--- src/hcu_pkg.sv ---
// Package with offsets, field positions and reset values of the hypervisor configuration bank
package hcu_pkg;
    // Word offsets on the register bus (byte addresses)
    localparam logic [3:0] HCU_OFF_CFG_LO = 4'h0; // hyp_config_reg bits 31:0
    localparam logic [3:0] HCU_OFF_CFG_HI = 4'h4; // hyp_config_reg bits 63:32
    localparam logic [3:0] HCU_OFF_CTX = 4'h8;    // Security context and stage 2 enable
    localparam logic [3:0] HCU_OFF_EFF = 4'hc;    // Effective control values, read only
    // Field positions inside the 64-bit register
    localparam int HCU_B_MIOC = 38;
    localparam int HCU_B_ORDERING_REGION_TRAP = 35;
    localparam int HCU_B_E2H = 34;
    localparam int HCU_B_ID = 33;
    localparam int HCU_B_CD = 32;
    localparam int HCU_B_RW = 31;
    localparam int HCU_B_MEMCTL_READ_TRAP = 30;
    localparam int HCU_B_HCD = 29;
    localparam int HCU_B_TDZ = 28;
    localparam int HCU_B_TGE = 27;
    localparam int HCU_B_TVM = 26;
    // Field positions inside the context register
    localparam int HCU_C_WORLD = 0;
    localparam int HCU_C_MONW = 1;
    localparam int HCU_C_S2EN = 2;
    // Field positions inside the effective value register
    localparam int HCU_E_MIOC = 0;
    localparam int HCU_E_ORDERING_REGION_TRAP = 1;
    localparam int HCU_E_E2H = 2;
    localparam int HCU_E_ID = 3;
    localparam int HCU_E_CD = 4;
    localparam int HCU_E_RW = 5;
    localparam int HCU_E_MEMCTL_READ_TRAP = 6;
    localparam int HCU_E_HCD = 7;
    localparam int HCU_E_TDZ = 8;
    localparam int HCU_E_TGE = 9;
    localparam int HCU_E_TVM = 10;
    // Reset values; the stored fields have no defined value, zero is chosen
    localparam logic [12:0] HCU_CFG_RESET = 13'h0000;
    localparam logic [2:0] HCU_CTX_RESET = 3'h1;
    // Exception level encodings
    localparam logic [1:0] HCU_LVL_APP = 2'h0;
    localparam logic [1:0] HCU_LVL_KERNEL = 2'h1;
    localparam logic [1:0] HCU_LVL_HYP = 2'h2;
    localparam logic [1:0] HCU_LVL_MONITOR = 2'h3;
endpackage

--- src/hcu_hyp_config.sv ---
// Hypervisor configuration upper control bits with APB access and effective values
//
// The register offsets and the APB register port were decided locally.
`timescale 1ns/10ps
`default_nettype none

// What this block does
// - World select 0 makes these controls act as zero except on direct access.
// - Host mode with general trap ignores mismatch and both stage 2 no-cache bits.
// - Bit 38 may read zero; when 1 mismatched cacheability may lose coherency.
// - Ordering region trap sends unsecured kernel ordering register accesses to hypervisor.
// - General trap set ignores ordering trap, memory read trap, hypercall disable.
// - Bit 34 selects hypervisor or host operating system role; may be cached.
// - Bit 33 with stage 2 on forces instruction stage 2 to non-cacheable.
// - Bit 32 with stage 2 on forces data and walks stage 2 non-cacheable.
// - Stage 2 no-cache bits never affect hypervisor or monitor regimes.
// - Bit 31 selects 32 or 64-bit lower levels; reads one if 32 impossible.
// - World select 0 makes bit 31 follow the monitor width control.
// - Host mode with general trap makes bit 31 act as one.
// - Bit 30 traps unsecured kernel reads of memory control registers.
// - Bit 29 makes hypercall undefined; exists only without a monitor level.
// - Bit 28 traps 64-bit zero-block op and hides it from the info register.
// - Host mode with general trap makes the zero-block trap act as zero.
// - General trap routes kernel exceptions up, disables kernel translation, virtual interrupts.
// - General trap makes kernel exception return illegal and disables other virtual signalling.
// - General trap without host mode forces interrupt routing and debug traps to one.
// - General trap is never cached; its effect follows the stored bit at once.
// - Bit 26 traps unsecured kernel writes of memory control registers.
// - Bits 37:36 read zero; earlier revision also zeroes bits 35 and 34.
// - Without hypervisor level the whole register reads zero.
module hcu_hyp_config #(
    parameter bit HAS_HYP = 1'b1,
    parameter bit HAS_MONITOR = 1'b1,
    parameter bit REV_81 = 1'b1,
    parameter bit MIOC_IMPL = 1'b1,
    parameter bit LOWER_AA32_OK = 1'b1
) (
    input wire logic i_sys_clk,
    input wire logic i_nrst,
    // APB slave
    input wire logic i_psel,
    input wire logic i_penable,
    input wire logic i_pwrite,
    input wire logic [3:0] i_paddr,
    input wire logic [31:0] i_pwdata,
    output logic [31:0] o_prdata,
    output logic o_pready,
    output logic o_pslverr,
    // Processor context, same clock
    input wire logic [1:0] i_cur_level,
    input wire logic i_cur_is64,
    input wire logic i_app_level_state_bit,
    input wire logic i_regime_lower,
    input wire logic i_ordering_region_acc,
    input wire logic i_memctl_rd,
    input wire logic i_memctl_wr,
    input wire logic i_zero_block_op,
    input wire logic i_hypercall,
    input wire logic i_eret_to_kernel,
    // Effective controls
    output logic [10:0] o_eff,
    output logic o_mismatch_noncoherent,
    output logic o_s2_instr_nocache,
    output logic o_s2_data_nocache,
    output logic o_kernel_is64,
    output logic o_app_is64,
    output logic o_trap_ordering_region,
    output logic o_trap_memctl_rd,
    output logic o_trap_memctl_wr,
    output logic o_trap_zero_block,
    output logic o_zero_block_unsupported,
    output logic o_hypercall_undef,
    output logic o_route_kernel_to_hyp,
    output logic o_kernel_xlat_off,
    output logic o_virq_disable,
    output logic o_illegal_eret,
    output logic [2:0] o_force_phys_route,
    output logic [2:0] o_force_debug_trap
);
    import hcu_pkg::*;

    // Stored fields, bits 38..26 packed as cfg[i-26]
    logic [12:0] cfg;
    logic [2:0] ctx;
    logic [63:0] reg_view;
    logic [10:0] eff;
    logic wr_en;
    logic rd_setup;
    logic addr_ok;
    logic world;
    logic e2h_eff;
    logic tge_eff;
    logic host;

    // Only the four words are mapped; all else answers with an error
    assign addr_ok = (i_paddr == HCU_OFF_CFG_LO) || (i_paddr == HCU_OFF_CFG_HI) ||
                     (i_paddr == HCU_OFF_CTX) || (i_paddr == HCU_OFF_EFF);
    assign wr_en = i_psel && i_penable && i_pwrite && addr_ok;
    assign rd_setup = i_psel && !i_penable && !i_pwrite;
    // Zero wait states keep the core's system instruction path short
    assign o_pready = 1'b1;
    // Unmapped words answer with an error so a bad offset is never silent
    assign o_pslverr = i_psel && i_penable && !addr_ok;

    // Direct read view with reserved and absent fields forced
    always_comb begin
        reg_view = 64'h0;
        reg_view[HCU_B_TVM +: 13] = cfg;
        reg_view[37:36] = 2'h0;
        if (!REV_81) begin
            reg_view[HCU_B_ORDERING_REGION_TRAP] = 1'b0;
            reg_view[HCU_B_E2H] = 1'b0;
        end
        if (!MIOC_IMPL) begin
            reg_view[HCU_B_MIOC] = 1'b0;
        end
        if (HAS_MONITOR) begin
            reg_view[HCU_B_HCD] = 1'b0;
        end
        if (!LOWER_AA32_OK) begin
            reg_view[HCU_B_RW] = 1'b1;
        end
        if (!HAS_HYP) begin
            reg_view = 64'h0;
        end
    end

    // Configuration store; writes to absent hypervisor level are ignored
    // The two halves are independent; software may write them in any order
    always_ff @(posedge i_sys_clk or negedge i_nrst) begin
        if (!i_nrst) begin
            cfg <= HCU_CFG_RESET;
        end else if (wr_en && HAS_HYP) begin
            if (i_paddr == HCU_OFF_CFG_LO) begin
                cfg[5:0] <= i_pwdata[31:26];
            end else if (i_paddr == HCU_OFF_CFG_HI) begin
                cfg[12:6] <= i_pwdata[6:0];
            end
        end
    end

    // Context register: world select, monitor width, stage 2 enable
    // Stands in for the monitor's own controls, which live outside this bank
    always_ff @(posedge i_sys_clk or negedge i_nrst) begin
        if (!i_nrst) begin
            ctx <= HCU_CTX_RESET;
        end else if (wr_en && i_paddr == HCU_OFF_CTX) begin
            ctx <= i_pwdata[2:0];
        end
    end

    // Read data captured in the setup cycle, valid through the access phase
    // Capturing early costs 32 flops but gives a full cycle of settled data
    always_ff @(posedge i_sys_clk or negedge i_nrst) begin
        if (!i_nrst) begin
            o_prdata <= 32'h0;
        end else if (rd_setup) begin
            unique case (i_paddr)
                HCU_OFF_CFG_LO: o_prdata <= reg_view[31:0];
                HCU_OFF_CFG_HI: o_prdata <= reg_view[63:32];
                HCU_OFF_CTX: o_prdata <= {29'h0, ctx};
                HCU_OFF_EFF: o_prdata <= {21'h0, eff};
                default: o_prdata <= 32'h0;
            endcase
        end
    end

    // Without a monitor level the world is always unsecured
    assign world = HAS_MONITOR ? ctx[HCU_C_WORLD] : 1'b1;
    assign e2h_eff = world && reg_view[HCU_B_E2H];
    // Read straight from the store so a change acts at once, never cached
    assign tge_eff = world && reg_view[HCU_B_TGE];
    assign host = e2h_eff && tge_eff;

    // Effective values of each field
    // Host mode needs both bits live, so it never counts in the secure world
    always_comb begin
        eff = 11'h0;
        eff[HCU_E_MIOC] = world && reg_view[HCU_B_MIOC] && !host;
        eff[HCU_E_ORDERING_REGION_TRAP] = world && reg_view[HCU_B_ORDERING_REGION_TRAP] && !tge_eff;
        eff[HCU_E_E2H] = e2h_eff;
        eff[HCU_E_ID] = world && reg_view[HCU_B_ID] && !host;
        eff[HCU_E_CD] = world && reg_view[HCU_B_CD] && !host;
        if (host) begin
            eff[HCU_E_RW] = 1'b1;
        end else if (!world) begin
            eff[HCU_E_RW] = ctx[HCU_C_MONW];
        end else begin
            eff[HCU_E_RW] = reg_view[HCU_B_RW];
        end
        eff[HCU_E_MEMCTL_READ_TRAP] = world && reg_view[HCU_B_MEMCTL_READ_TRAP] && !tge_eff;
        eff[HCU_E_HCD] = reg_view[HCU_B_HCD] && !tge_eff;
        eff[HCU_E_TDZ] = world && reg_view[HCU_B_TDZ] && !host;
        eff[HCU_E_TGE] = tge_eff;
        eff[HCU_E_TVM] = world && reg_view[HCU_B_TVM] && !tge_eff;
    end

    assign o_eff = eff;

    // Stage 2 attribute overrides, lower regime only
    assign o_mismatch_noncoherent = eff[HCU_E_MIOC] && i_regime_lower;
    assign o_s2_instr_nocache = eff[HCU_E_ID] && ctx[HCU_C_S2EN] && i_regime_lower;
    assign o_s2_data_nocache = eff[HCU_E_CD] && ctx[HCU_C_S2EN] && i_regime_lower;

    // Execution state of lower levels; app state bit high means 32-bit
    assign o_kernel_is64 = eff[HCU_E_RW];
    assign o_app_is64 = eff[HCU_E_RW] && !i_app_level_state_bit;

    // Trap decisions for the current access
    assign o_trap_ordering_region = i_ordering_region_acc && world &&
                                    (i_cur_level == HCU_LVL_KERNEL) && eff[HCU_E_ORDERING_REGION_TRAP];
    assign o_trap_memctl_rd = i_memctl_rd && world &&
                              (i_cur_level == HCU_LVL_KERNEL) && eff[HCU_E_MEMCTL_READ_TRAP];
    assign o_trap_memctl_wr = i_memctl_wr && world &&
                              (i_cur_level == HCU_LVL_KERNEL) && eff[HCU_E_TVM];
    assign o_trap_zero_block = i_zero_block_op && i_cur_is64 && world &&
                               ((i_cur_level == HCU_LVL_APP) || (i_cur_level == HCU_LVL_KERNEL)) &&
                               eff[HCU_E_TDZ];
    assign o_zero_block_unsupported = eff[HCU_E_TDZ];
    // Exception for an undefined hypercall goes to the level that executed it
    assign o_hypercall_undef = i_hypercall && eff[HCU_E_HCD] &&
                               ((i_cur_level == HCU_LVL_HYP) ||
                                (i_cur_level == HCU_LVL_KERNEL && world));

    // General trap consequences
    // With host mode the routing fields stay as software wrote them
    assign o_route_kernel_to_hyp = tge_eff;
    assign o_kernel_xlat_off = tge_eff;
    assign o_virq_disable = tge_eff;
    assign o_illegal_eret = i_eret_to_kernel && tge_eff;
    assign o_force_phys_route = {3{tge_eff && !e2h_eff}};
    assign o_force_debug_trap = {3{tge_eff && !e2h_eff}};

    // A bank that no level can reach is refused when the design is built
    if (!HAS_HYP && !HAS_MONITOR) begin : g_bad_params
        $error("neither hypervisor nor monitor level can reach this bank");
    end
endmodule // hcu_hyp_config

`default_nettype wire

--- config.mk ---
export PLATFORM = sky130hd
export DESIGN_NAME = hcu_hyp_config
export DESIGN_NICKNAME = d
export VERILOG_FILES = /design/src/hcu_pkg.sv /design/src/hcu_hyp_config.sv
export SDC_FILE = /design/constraint.sdc
export NUM_CORES = 1
export LEC_CHECK = 0
export ABC_AREA = 0
export BUFFER_PORTS_ARGS = -buffer_cell sky130_fd_sc_hd__buf_2
export CORE_ASPECT_RATIO = 0.5
export CORE_MARGIN = 4
export CORE_UTILIZATION = 40
export CTS_CLUSTER_SIZE = 12
export DETAILED_ROUTE_END_ITERATION = 8
export PLACE_DENSITY_LB_ADDON = 0.12
export RECOVER_POWER = 100
export SLEW_MARGIN = 10
export SYNTH_ARGS = -nofsm -noshare
export SYNTH_HDL_FRONTEND = slang
export SYNTH_SLANG_ARGS = --single-unit
--- constraint.sdc ---
create_clock -name i_sys_clk -period 2 [get_ports i_sys_clk]
set_clock_uncertainty 0.05 [all_clocks]
set_input_delay 0.4 -clock i_sys_clk [delete_from_list [all_inputs] [get_ports i_sys_clk]]
set_output_delay 0.4 -clock i_sys_clk [all_outputs]
set_load 0.02 [all_outputs]
==> flow_summary.toml <==
[place]
port-buffer-count = 74
dp_hpwl_um = 3120
place_ws_ns = 0.0806
routabilityCongestion = 0.842

[power_and_ir_drop]
irDropWorstVdd_uv = 385
switching_share_pct = 30.6
internal_power_uw = 902
power_frac_seq_pct = 50.2
total_power_uw = 1300
combPwrFrac_pct = 22.7
power_leakage_uw = 0.00107
p_clk_share_pct = 27.1
powerDensity_nw_per_um2 = 650
switching_power_uw = 397

[synth]
synth_top_area_share_pct = 43.3
ys_seq_elements = 28
synth_cell_types = 25
ys_seq_area_share_pct = 45.0
synth.area.top_cells = "dfrtp_1 43%, buf_4 15%, mux2_2 9.4%"
netlist_instances = 158
syn_area_um2 = 1560
yosysWarnings = 0
synth_area_per_cell_um2 = 9.88
synth_top_area_cell = "dfrtp_1"

[sta]
fmax_mhz = 513
setup_viol_count_final = 0
setup_tns_ns = 0
drv_slew = 0
worst_pin_slew_ns = 1.49
period_needed_ns = 1.95
rsz0062_at_grt = "yes"
relSlewSlack_pct = 0.879
finalWorstSetupSlack_ns = 0.0524
finalCritPeriodShare_pct = 97.4
final_hold_viol_count = 0

[cts]
clock_sinks = 28
cts_root_buf = "clkbuf_8"
clk_latency_ns = 0.27
clockBufferDepth = 2
htreeDepth = 1
cts_tree = "done"
hold_buffers = 0
clkTransAtPathRegs_ns = 0.09
cts_buffers = 3

[worst_setup_path]
critPathLaunchType = "flip-flop"
crit_required_ns = 1.55
criticalPathCategory = "flip-flop to output port"
critPathMaxFanout = 6
cp.arrival_ns = 1.50
end_kind = "output port"

[finish]
final_nets = 281
layout-drive-gt1-share_pct = 45.2
diodes = 0
fin_util_pct = 55.7
syn2layout_area_growth_pct = 28.0

[die]
dieWidth_um = 96.4
initial_core_util_pct = 43.6
die_area_um2 = 5030
coreArea_um2 = 3580
num_io_pins = 118
fp.dieH_um = 52.2
rows = 15

[routing]
drt-initial-drc-count = 59
ant_nets = 0
first_pass_iters = 4
via_per_inst = 4.75
routed_wl_um = 4030
vias = 1325
avgRoutedWirePerCell_um = 14.4
route.detailed.drc = 0

[global_route]
grt_max_degree = 29
gr-total-overflow = 0
grt_pass1_vias = 1176
grt_usage_pct = 15.8
grt_pass1_wl_um = 5990
antenna_found_initial = 0

[outcome]
run_status = "finished, violations left"
violations = "capacitance limit"

[hold_path]
hold_class = "primary input to flip-flop"

[flow_run]
drv_cap = 1
[cell type report]
| cell class | count | area (um^2) |
|---|---|---|
| Fill cell | 355 | 1590 |
| Tap cell | 51 | 63.8 |
| Multi-Input combinational cell | 110 | 726 |
| Inverter | 4 | 15.0 |
| Sequential cell | 28 | 703 |
| Clock buffer | 4 | 55.1 |
| Timing Repair Buffer | 82 | 435 |
[state kept, by name, indices dropped and copies added (netlist names)]
register and count:
ctx 3, cfg 10, o_prdata 15
[cells in the final DEF, fill, tap and decap left out, types with 5 or more instances in the layout]
| master | Yosys | layout |
|---|---|---|
| o21ai_0 | 11 | 10 |
| nand2_1 | 19 | 17 |
| buf_2 | 0 | 51 |
| dfrtp_1 | 27 | 26 |
| nor2_1 | 10 | 8 |
| conb_1 | 2 | 20 |
| and3_4 | 0 | 5 |
| a22o_1 | 5 | 5 |
| clkbuf_1 | 3 | 17 |
| buf_4 | 31 | 11 |
| mux2_2 | 13 | 13 |
[worst paths after layout]
check                              from  cells after the start  slack, ns                to
setup / recovery                 ctx[0]                      4       0.05  o_trap_memctl_wr
hold / removal             i_pwdata[26]                      2       0.30            cfg[0]
setup reg to reg                 ctx[0]                      5       0.48       o_prdata[1]
hold reg to reg             o_prdata[6]                      2       0.43       o_prdata[6]
max in group asynchronous        i_nrst                      1       0.52            cfg[1]
min in group asynchronous        i_nrst                      1       0.42            cfg[4]
[cell usage after synthesis]
library cell  count
and3b_1           1
or3_4             1
nor2b_1           3
nand3_1           3
a22o_1            5
clkbuf_1          3
buf_4            31
and2_1            6
nor3b_2           1
and3_1            8
nand3b_1          1
o21ai_0          11
nor3b_4           1
dfstp_2           1
a32oi_1           1
conb_1            2
mux2_2           13
nand2_1          19
a222oi_1          2
nor2_1           10
nand2b_1          1
nand4b_1          1
inv_1             4
dfrtp_1          27
a22oi_1           2
[per-layer routing]
layer / global-route usage (%) / vias to the layer above / wire, um
met5: 0 / - / 0
met4: 2.09 / 0 / 7
met3: 3.87 / 2 / 359
met2: 23.8 / 62 / 1820
met1: 23.5 / 632 / 1840
li1: - / 629 / -
[stage by stage]
stage	hold WS [ns]	cell area, um^2	std cells
after floorplan	0.0544	1630	176
after global placement	0.397	1840	270
after detailed placement	0.406	1840	270
after CTS	0.103	1920	277
after global routing	0.284	2000	279
final	0.302	2000	279
[worst max-delay path, stage by stage, from the launching register on]
cell	delay, ns
dfstp_2	0.59
buf_4	0.13
and3b_2	0.20
and3_4	0.19
buf_6	0.11
[power by group through the flow]
stage,sequential [uW],clock [uW],combinational [uW]
finish,652,352,295
global route,659,387,321
CTS,646,354,279
detailed placement,659,0,263
global placement,658,0,261
floorplan,647,0,209
[kinds of logic after synthesis]
logic type	count (synthesis)	synth area share (%)
other	2	0.481
flip-flops	28	45.0
buffers and inverters	38	16.6
AND/OR/NAND/NOR	56	19.5
multiplexers	13	9.37
AO/OA/AOI/OAI	21	9.13
[what timing repair did]
action / in CTS / in global routing
setup endpoints to repair: 7 / 19
pin swaps: 0 / 3
buffers inserted: 3 / 2
gates resized for setup: 1 / 27
Power figures use the tool's default switching activity.
